**src/hw/pst_regs.svh**
```systemverilog
// Summary of operation
// - reserved status bits 1.10:7 always read back as zero
// - gated_write_bit fields change only while override enable 16.15 is one
// - status bit 1.6 advertises management_frame preamble suppression capability
// - bit 1.6 resets to zero and is a gated_write_bit
// - negotiation complete bit 1.5 held zero while negotiation is disabled
// - bit 1.5 sets only when the negotiation machine completes
// - bit 1.5 is a latch_high_flag released by a register read or by disabling negotiation
// - received link code word remote fault bit sets status bit 1.4
// - one remote fault latch_high_flag seen as 1.4 and 17.1, read clears
// - bit 5.13 is a non-latching remote fault copy from each code word
// - first read returns latched event, next read the present condition
// - negotiation ability bit 1.3 always reads one
// - link status 1.2 is a latch_low_flag mirrored in bit 17.0
// - link monitor result from the active receiver drives link status
// - jabber control 18.5 zero disables detection and forces bit 1.1 zero
// - with 18.5 one a jabber condition sets the flag, else unchanged
// - jabber latch_high_flag seen as 1.1 and 17.2, read of either clears
// - extended capability bit 1.0 always reads one
// - registers 2 and 3 form the 32-bit device identifier
// - identifier bits always readable, writable only with override enable
// - register 2 holds identifier bits 3 to 18, bit 3 in 2.15
// - status register sits at management address 0x01, reset restores defaults
`ifndef PST_REGS_SVH
`define PST_REGS_SVH

// management register addresses
`define PST_ADDR_STATUS    5'h01
`define PST_ADDR_ID_HI     5'h02
`define PST_ADDR_ID_LO     5'h03
`define PST_ADDR_LP_ABIL   5'h05
`define PST_ADDR_FAST_STAT 5'h11

// status register field positions
`define PST_BIT_RESV_HI    10
`define PST_BIT_RESV_LO    7
`define PST_BIT_PRE_SUP    6
`define PST_BIT_AN_DONE    5
`define PST_BIT_RFAULT     4
`define PST_BIT_AN_ABLE    3
`define PST_BIT_LINK       2
`define PST_BIT_JABBER     1
`define PST_BIT_EXT_CAP    0

// partner ability and fast status field positions
`define PST_BIT_LP_RFAULT  13
`define PST_BIT_FS_JABBER  2
`define PST_BIT_FS_RFAULT  1
`define PST_BIT_FS_LINK    0

// reset values
`define PST_RST_PRE_SUP    1'b0
`define PST_RST_RESV       4'h0

// frame timing counts, in management clock bits
`define PST_PREAMBLE_BITS  6'd32
`define PST_HDR_LAST       5'd11
`define PST_TA_LAST        5'd1
`define PST_DATA_LAST      5'd15

// frame opcodes
`define PST_OP_READ        2'b10
`define PST_OP_WRITE       2'b01

`endif

```
**src/hw/pst_pkg.sv**
```systemverilog
package pst_pkg;

  // management frame receiver states
  typedef enum logic [2:0] {
    ST_IDLE  = 3'b000,
    ST_START = 3'b001,
    ST_HDR   = 3'b010,
    ST_TA    = 3'b011,
    ST_DATA  = 3'b100
  } pst_state_type;

endpackage

```
**src/hw/pst_sync.sv**
```systemverilog
`timescale 1ns/100ps

// two flip-flop synchroniser for pin inputs
module pst_sync #(
  parameter int WIDTH = 1
) (
  input  wire logic             clk,
  input  wire logic             sys_rst,
  input  wire logic [WIDTH-1:0] din,
  output logic      [WIDTH-1:0] dout
);

  logic [WIDTH-1:0] meta_reg;

  // first stage feeds only the second stage
  always_ff @(posedge clk or posedge sys_rst) begin
    if (sys_rst) begin
      meta_reg <= '0;
      dout     <= '0;
    end else begin
      meta_reg <= din;
      dout     <= meta_reg;
    end
  end

endmodule // pst_sync

```
**src/hw/pst_status_regs.sv**
```systemverilog
`timescale 1ns/100ps
`include "pst_regs.svh"

// status and identifier registers behind the serial management pins
module pst_status_regs #(
  parameter logic [15:0] ID_HI_DEFAULT = 16'h5a5a, // arbitrary value
  parameter logic [15:0] ID_LO_DEFAULT = 16'h3c3c  // arbitrary value
) (
  input  wire logic       clk,
  input  wire logic       sys_rst,
  input  wire logic       mdc,
  input  wire logic       mdio_in,
  output logic            mdio_out,
  output logic            mdio_oe,
  input  wire logic [4:0] phy_addr,
  input  wire logic       override_en,
  input  wire logic       jabber_en,
  input  wire logic       an_enable,
  input  wire logic       an_complete,
  input  wire logic       lcw_valid,
  input  wire logic       lcw_rfault,
  input  wire logic       link_valid,
  input  wire logic       jabber_det,
  output logic            pre_sup_en,
  output logic [3:0]      test_bits
);

  // synchronised pins
  logic [6:0] pin_q;
  logic       mdc_q;
  logic       mdio_q;
  logic [4:0] addr_q;

  pst_sync #(
    .WIDTH (7)
  ) u_sync (
    .clk     (clk),
    .sys_rst (sys_rst),
    .din     ({phy_addr, mdio_in, mdc}),
    .dout    (pin_q)
  );

  assign mdc_q  = pin_q[0];
  assign mdio_q = pin_q[1];
  assign addr_q = pin_q[6:2];

  // frame engine state
  pst_pkg::pst_state_type state_reg;
  logic        mdc_prev_reg;
  logic [5:0]  pre_cnt_reg;
  logic [4:0]  bit_cnt_reg;
  logic [11:0] hdr_reg;
  logic [15:0] data_reg;
  logic        rd_hit_reg;
  logic        wr_hit_reg;
  logic        wr_stb_reg;
  logic [4:0]  wr_addr_reg;
  logic [15:0] wr_data_reg;
  logic        clr_reg;

  // register contents
  logic        an_done_reg;
  logic        rf_latch_reg;
  logic        rf_copy_reg;
  logic        link_lat_reg;
  logic        jab_reg;
  logic [15:0] id_hi_reg;
  logic [15:0] id_lo_reg;

  logic        mdc_rise;
  logic        mdc_fall;
  logic [11:0] hdr_next;
  logic [4:0]  hdr_reg_addr;
  logic        hdr_match;
  logic        pre_ok;

  // management clock edges from the synchronised copy
  assign mdc_rise = mdc_q & ~mdc_prev_reg;
  assign mdc_fall = ~mdc_q & mdc_prev_reg;

  // header as it stands after the current bit
  assign hdr_next     = {hdr_reg[10:0], mdio_q};
  assign hdr_reg_addr = hdr_next[4:0];
  assign hdr_match    = (hdr_next[9:5] == addr_q);

  // preamble may be skipped once suppression is enabled
  assign pre_ok = (pre_cnt_reg >= `PST_PREAMBLE_BITS) || pre_sup_en;

  // read value of a management register
  function automatic logic [15:0] read_word(input logic [4:0] addr);
    logic [15:0] w;
    w = 16'h0000;
    unique case (addr)
      `PST_ADDR_STATUS: begin
        w[`PST_BIT_PRE_SUP] = pre_sup_en;
        w[`PST_BIT_AN_DONE] = an_done_reg;
        w[`PST_BIT_RFAULT]  = rf_latch_reg;
        w[`PST_BIT_AN_ABLE] = 1'b1;
        w[`PST_BIT_LINK]    = link_lat_reg;
        w[`PST_BIT_JABBER]  = jab_reg;
        w[`PST_BIT_EXT_CAP] = 1'b1;
        // reserved bits stay zero on read
      end
      `PST_ADDR_ID_HI: begin
        w = id_hi_reg;
      end
      `PST_ADDR_ID_LO: begin
        w = id_lo_reg;
      end
      `PST_ADDR_LP_ABIL: begin
        w[`PST_BIT_LP_RFAULT] = rf_copy_reg;
      end
      `PST_ADDR_FAST_STAT: begin
        w[`PST_BIT_FS_JABBER] = jab_reg;
        w[`PST_BIT_FS_RFAULT] = rf_latch_reg;
        w[`PST_BIT_FS_LINK]   = link_lat_reg;
      end
      default: w = 16'h0000;
    endcase
    return w;
  endfunction

  // management clock edge history
  always_ff @(posedge clk or posedge sys_rst) begin
    if (sys_rst) begin
      mdc_prev_reg <= 1'b0;
    end else begin
      mdc_prev_reg <= mdc_q;
    end
  end

  // frame receiver: preamble, start, header, turnaround, data
  always_ff @(posedge clk or posedge sys_rst) begin
    if (sys_rst) begin
      state_reg   <= pst_pkg::ST_IDLE;
      pre_cnt_reg <= 6'd0;
      bit_cnt_reg <= 5'd0;
      hdr_reg     <= 12'h000;
      data_reg    <= 16'h0000;
      rd_hit_reg  <= 1'b0;
      wr_hit_reg  <= 1'b0;
      wr_stb_reg  <= 1'b0;
      wr_addr_reg <= 5'h00;
      wr_data_reg <= 16'h0000;
      clr_reg     <= 1'b0;
    end else begin
      wr_stb_reg <= 1'b0;
      clr_reg    <= 1'b0;
      if (mdc_rise) begin
        unique case (state_reg)
          pst_pkg::ST_IDLE: begin
            if (mdio_q) begin
              if (pre_cnt_reg < `PST_PREAMBLE_BITS) begin
                pre_cnt_reg <= pre_cnt_reg + 6'd1;
              end
            end else begin
              if (pre_ok) begin
                state_reg <= pst_pkg::ST_START;
              end
              pre_cnt_reg <= 6'd0;
            end
          end
          pst_pkg::ST_START: begin
            bit_cnt_reg <= 5'd0;
            state_reg   <= mdio_q ? pst_pkg::ST_HDR : pst_pkg::ST_IDLE;
          end
          pst_pkg::ST_HDR: begin
            hdr_reg     <= hdr_next;
            bit_cnt_reg <= bit_cnt_reg + 5'd1;
            if (bit_cnt_reg == `PST_HDR_LAST) begin
              bit_cnt_reg <= 5'd0;
              rd_hit_reg  <= hdr_match && (hdr_next[11:10] == `PST_OP_READ);
              wr_hit_reg  <= hdr_match && (hdr_next[11:10] == `PST_OP_WRITE);
              if (hdr_next[11:10] == `PST_OP_READ ||
                  hdr_next[11:10] == `PST_OP_WRITE) begin
                state_reg <= pst_pkg::ST_TA;
              end else begin
                state_reg <= pst_pkg::ST_IDLE;
              end
              // snapshot, then release latches of a register being read
              if (hdr_match && hdr_next[11:10] == `PST_OP_READ) begin
                data_reg <= read_word(hdr_reg_addr);
                clr_reg  <= (hdr_reg_addr == `PST_ADDR_STATUS) ||
                            (hdr_reg_addr == `PST_ADDR_FAST_STAT);
              end
            end
          end
          pst_pkg::ST_TA: begin
            bit_cnt_reg <= bit_cnt_reg + 5'd1;
            if (bit_cnt_reg == `PST_TA_LAST) begin
              bit_cnt_reg <= 5'd0;
              state_reg   <= pst_pkg::ST_DATA;
            end
          end
          pst_pkg::ST_DATA: begin
            bit_cnt_reg <= bit_cnt_reg + 5'd1;
            if (!rd_hit_reg) begin
              data_reg <= {data_reg[14:0], mdio_q};
            end
            if (bit_cnt_reg == `PST_DATA_LAST) begin
              bit_cnt_reg <= 5'd0;
              state_reg   <= pst_pkg::ST_IDLE;
              wr_stb_reg  <= wr_hit_reg;
              wr_addr_reg <= hdr_reg[4:0];
              wr_data_reg <= {data_reg[14:0], mdio_q};
              rd_hit_reg  <= 1'b0;
              wr_hit_reg  <= 1'b0;
            end
          end
        endcase
      end else if (mdc_fall && state_reg == pst_pkg::ST_DATA && rd_hit_reg) begin
        data_reg <= {data_reg[14:0], 1'b0};
      end
    end
  end

  // read data driven out after each falling management clock edge
  always_ff @(posedge clk or posedge sys_rst) begin
    if (sys_rst) begin
      mdio_out <= 1'b0;
      mdio_oe  <= 1'b0;
    end else if (mdc_fall) begin
      if (rd_hit_reg && state_reg == pst_pkg::ST_TA && bit_cnt_reg == `PST_TA_LAST) begin
        mdio_out <= 1'b0; // turnaround zero
        mdio_oe  <= 1'b1;
      end else if (rd_hit_reg && state_reg == pst_pkg::ST_DATA) begin
        mdio_out <= data_reg[15];
        mdio_oe  <= 1'b1;
      end else begin
        mdio_out <= 1'b0;
        mdio_oe  <= 1'b0;
      end
    end
  end

  // gated writes to status bits 1.10:6
  always_ff @(posedge clk or posedge sys_rst) begin
    if (sys_rst) begin
      pre_sup_en <= `PST_RST_PRE_SUP;
      test_bits  <= `PST_RST_RESV;
    end else if (wr_stb_reg && override_en &&
                 wr_addr_reg == `PST_ADDR_STATUS) begin
      pre_sup_en <= wr_data_reg[`PST_BIT_PRE_SUP];
      test_bits  <= wr_data_reg[`PST_BIT_RESV_HI:`PST_BIT_RESV_LO];
    end
  end

  // identifier registers, gated by override enable
  always_ff @(posedge clk or posedge sys_rst) begin
    if (sys_rst) begin
      id_hi_reg <= ID_HI_DEFAULT;
      id_lo_reg <= ID_LO_DEFAULT;
    end else if (wr_stb_reg && override_en) begin
      if (wr_addr_reg == `PST_ADDR_ID_HI) begin
        id_hi_reg <= wr_data_reg;
      end
      if (wr_addr_reg == `PST_ADDR_ID_LO) begin
        id_lo_reg <= wr_data_reg;
      end
    end
  end

  // negotiation complete, latched high, forced low when disabled
  always_ff @(posedge clk or posedge sys_rst) begin
    if (sys_rst) begin
      an_done_reg <= 1'b0;
    end else if (!an_enable) begin
      an_done_reg <= 1'b0;
    end else begin
      an_done_reg <= an_complete | (an_done_reg & ~clr_reg);
    end
  end

  // remote fault: latched copy and plain copy from each code word
  always_ff @(posedge clk or posedge sys_rst) begin
    if (sys_rst) begin
      rf_latch_reg <= 1'b0;
      rf_copy_reg  <= 1'b0;
    end else begin
      if (lcw_valid) begin
        rf_copy_reg <= lcw_rfault;
      end
      if (lcw_valid && lcw_rfault) begin
        rf_latch_reg <= 1'b1;
      end else if (clr_reg) begin
        rf_latch_reg <= lcw_valid ? 1'b0 : rf_copy_reg;
      end
    end
  end

  // link status, latched low until read
  always_ff @(posedge clk or posedge sys_rst) begin
    if (sys_rst) begin
      link_lat_reg <= 1'b0;
    end else begin
      link_lat_reg <= link_valid & (link_lat_reg | clr_reg);
    end
  end

  // jabber detect, latched high, off when detection inhibited
  always_ff @(posedge clk or posedge sys_rst) begin
    if (sys_rst) begin
      jab_reg <= 1'b0;
    end else if (!jabber_en) begin
      jab_reg <= 1'b0;
    end else begin
      jab_reg <= jabber_det | (jab_reg & ~clr_reg);
    end
  end

  // checks
  a_resv_read_zero: assert property (
    @(posedge clk) disable iff (sys_rst)
    (state_reg == pst_pkg::ST_HDR && mdc_rise && bit_cnt_reg == `PST_HDR_LAST &&
     hdr_match && hdr_next[11:10] == `PST_OP_READ &&
     hdr_reg_addr == `PST_ADDR_STATUS)
    |=> (data_reg[10:7] == 4'h0 && data_reg[3] && data_reg[0]))
    else $error("status read shows bad fixed bits");

  a_gated_hold: assert property (
    @(posedge clk) disable iff (sys_rst)
    (wr_stb_reg && !override_en) |=> ($stable(id_hi_reg) && $stable(id_lo_reg) &&
                                      $stable(pre_sup_en) && $stable(test_bits)))
    else $error("gated write changed a register");

  a_an_off_zero: assert property (
    @(posedge clk) disable iff (sys_rst)
    !an_enable |=> !an_done_reg)
    else $error("negotiation complete set while disabled");

  a_an_latch_keep: assert property (
    @(posedge clk) disable iff (sys_rst)
    (an_done_reg && an_enable && !clr_reg) ##1 an_enable |-> an_done_reg)
    else $error("negotiation complete lost without read");

  a_read_release: assert property (
    @(posedge clk) disable iff (sys_rst)
    (clr_reg && an_enable && !an_complete) |=> !an_done_reg)
    else $error("read did not release complete flag");

  a_rf_code_word: assert property (
    @(posedge clk) disable iff (sys_rst)
    (lcw_valid && lcw_rfault) |=> (rf_latch_reg && rf_copy_reg))
    else $error("remote fault not taken from code word");

  a_rf_plain_copy: assert property (
    @(posedge clk) disable iff (sys_rst)
    (lcw_valid && !lcw_rfault) |=> !rf_copy_reg)
    else $error("plain remote fault copy not refreshed");

  a_link_drop: assert property (
    @(posedge clk) disable iff (sys_rst)
    (!link_valid ##1 (link_valid && !clr_reg)) |=> !link_lat_reg)
    else $error("link drop not held until read");

  a_jab_off: assert property (
    @(posedge clk) disable iff (sys_rst)
    !jabber_en |=> !jab_reg)
    else $error("jabber flag set while inhibited");

  a_jab_set: assert property (
    @(posedge clk) disable iff (sys_rst)
    (jabber_en && jabber_det) |=> jab_reg)
    else $error("jabber event not latched");

  a_jab_clear: assert property (
    @(posedge clk) disable iff (sys_rst)
    (clr_reg && !jabber_det) |=> !jab_reg)
    else $error("jabber flag not cleared by read");

endmodule // pst_status_regs

```
**config.mk**
```make
export PLATFORM = sky130hd
export DESIGN_NAME = pst_status_regs
export DESIGN_NICKNAME = d
export VERILOG_FILES = /design/src/hw/pst_pkg.sv /design/src/hw/pst_sync.sv /design/src/hw/pst_status_regs.sv
export VERILOG_INCLUDE_DIRS = /design/src /design/src/hw
export SDC_FILE = /design/constraint.sdc
export NUM_CORES = 1
export LEC_CHECK = 0
export BUFFER_PORTS_ARGS = -buffer_cell sky130_fd_sc_hd__buf_4
export CAP_MARGIN = 20
export CORE_ASPECT_RATIO = 0.8
export CORE_MARGIN = 2
export CORE_UTILIZATION = 32
export CTS_CLUSTER_DIAMETER = 120
export DETAILED_ROUTE_END_ITERATION = 8
export GPL_TIMING_DRIVEN = 0
export SYNTH_ARGS = -nofsm -noshare
export SYNTH_HDL_FRONTEND = slang
export SYNTH_SLANG_ARGS = --single-unit
```
**constraint.sdc**
```tcl
create_clock -name clk -period 4.71 [get_ports clk]
set_input_delay 0.2355 -clock clk [delete_from_list [all_inputs] [get_ports clk]]
set_output_delay 0.2355 -clock clk [all_outputs]
set_load 0.01 [all_outputs]
```
==> out/results.txt <==
Routed wire per std cell: 16.3 um
Die Wd: 153 um
Sequential area share after synthesis: 0.554
Post-DP HPWL: 8.09 mm
Syn_nets: 464
Post-synth EDFFs: 0
FF-to-FF setup slack: 2.50 ns
Final Core Density: 0.392
Fin. max-slew vios: 0
Initial antenna violation count: 0
Min-Delay Path Class: in2reg
Placer Congestion: 0.792
Clock transition at path regs: 0.06 ns
Cells after Synth: 440
Period utilization: 0.469
Root Driver: clkbuf_16
Num ports: 24
Clock tree buffer depth: 2
Vias post-DR: 3614
Die H: 123 um
CTS buffer count: 17
Synthesized cell area: 5690 um2
Slew Limit Headroom: 0.375
Power density over cell area: 380 nW/um2
Flops & latches, synth: 125
Unique cell type count in the Yosys netlist: 64
Die Area: 18900 um2
# port buffers: 23
# rows: 43
CP arrival: 2.56 ns
Final setup viols: 0
Actual slew at the worst max-slew pin: 0.930 ns
Drt initial violations: 244
Final hold violation count: 0
Maximum clock rate: 453 MHz
Synth Warn #: 0
Clk_lat worst skew: 0.42 ns
Post-Route Skew: 0.00744 ns
Hold Crit Depth: 2
Largest net degree at the start of global routing: 83
CTS sink count: 125
Layout area overhead: 19.9%
Required time of the critical path: 5.06 ns
Worst Reg2Reg Path Length in Cells: 6
Async S/R FF share, synth: 1.00
Ratio of cells with drive above 1 in the final layout: 0.365
Final nets: 515
Max VDD drop: 236 uV
Total GRT Usage: 0.135
DRT Pass-1 Iters: 4
CTS tree: done
Top FF cell, synth: dfrtp_1
Post-route worst setup slack: 2.50 ns
Crit Path Class: reg2reg
Total congestion overflow: 0
Commonest non-fill, non-tap cells in the layout: dfrtp_1 (109), mux2_2 (66), nand2_1 (35), nor2_1 (28), buf_4 (26)
Setup WS pre-CTS: 2.60 ns
Core area: 17400 um2
RSZ-0062 raised after global routing: no
Post-route ant nets: 0
First-pass GRT wire length: 20.0 mm
Max_cap viols: 0
Leak pwr: 3.10 nW
CP Launch Type: register
Avg Inst Size Synth: 12.9 um2
Number of global-route vias before repair: 3765
H-Tree Depth: 4
# diodes: 0
Starting density of the core: 0.327
DR vias/cell: 4.96
Worst setup EP type: register
Final wirelength: 11.9 mm
Time the worst path needs with I/O delays and setup: 2.21 ns
Status: completed
Crit Path Max Fanout: 10
Most common cell after layout, fill and taps aside: dfrtp_1
Drt drc: 0
metal layers:
| metal | share of wire | routed length (um) | GRT usage |
|---|---|---|---|
| met4 | 0.017 | 199 | 0.0440 |
| met3 | 0.037 | 445 | 0.0358 |
| met2 | 0.44 | 5220 | 0.203 |
| met5 | 0 | 0 | 0 |
| met1 | 0.51 | 6020 | 0.191 |
cell families (layout without fill, tap and decap cells):
group,after synthesis,count (layout),share of synthesized area
AND/OR/NAND/NOR,118,118,0.124
AO/OA/AOI/OAI,62,62,0.0790
buffers and inverters,29,93,0.0299
flip-flops,125,125,0.554
adder cells (fa/ha/maj),7,7,0.0154
multiplexers,90,90,0.184
XOR/XNOR,9,9,0.0139
metrics by stage:
step | hold WS (ns) | instance area, um2 | power (mW) | TNS [ns] | cells
6_report | 0.0314 | 6820 | 2.59 | 0 | 729
4_1_cts | 0.0195 | 6820 | 2.62 | 0 | 729
3_5_place_dp | 0.289 | 6170 | 1.36 | 0 | 689
2_1_floorplan | 0.267 | 5690 | 1.30 | 0 | 440
5_1_grt | 0.0288 | 6820 | 2.70 | 0 | 729
3_3_place_gp | 0.336 | 6140 | 1.35 | -19.44 | 688
worst max-delay path: stages (launching register included):
cell      delay (ns)
dfrtp_1         0.39
nand2b_1        0.35
nor2_1          0.40
buf_2           0.33
nand2_1         0.12
o21ai_0         0.34
mux2_4          0.22
Yosys cell counts, drive strengths merged (6+ instances only):
cell type,number,area share
nor2b,6,0.0066
a21oi,6,0.0059
ha,7,0.015
dfrtp,109,0.48
a221oi,10,0.017
nand3b,6,0.0086
buf,17,0.022
nor2,29,0.020
xnor2,6,0.0092
o21ai,20,0.020
dfstp,16,0.074
nand2b,8,0.010
nand2,37,0.025
mux2,87,0.18
inv,9,0.0059
area by class of cell:
cell class	instances	area (um2)
Buffer	20	136
Clock buffer	19	433
Clock inverter	13	133
Fill cell	1631	10600
Inverter	9	38.8
Multi-Input combinational cell	286	2370
Sequential cell	125	3150
Tap cell	225	282
Timing Repair Buffer	32	280
path summary, 6_finish.rpt:
| path | start | to |
|---|---|---|
| max | mdc_prev_reg | data_reg[5] |
| min | an_enable | an_done_reg |
| max reg2reg | mdc_prev_reg | data_reg[5] |
| min reg2reg | u_sync.meta_reg[4] | u_sync.dout[4] |
| max in group asynchronous | sys_rst | id_hi_reg[9] |
| min in group asynchronous | sys_rst | u_sync.dout[0] |
report_power, final:
| part | internal (mW) | switching, mW | leakage, nW |
|---|---|---|---|
| Clock | 0.739 | 0.509 | 0.264 |
| Sequential | 1.13 | 0.0412 | 1.62 |
| Combinational | 0.0885 | 0.0863 | 1.21 |
| Total | 1.96 | 0.636 | 3.10 |
repair_timing:
action,CTS,global route
gates resized for setup,0,0
setup buffers,0,0
hold buffers,8,0
endpoints found under the hold margin,50,0
Power figures use the tool's default switching activity.
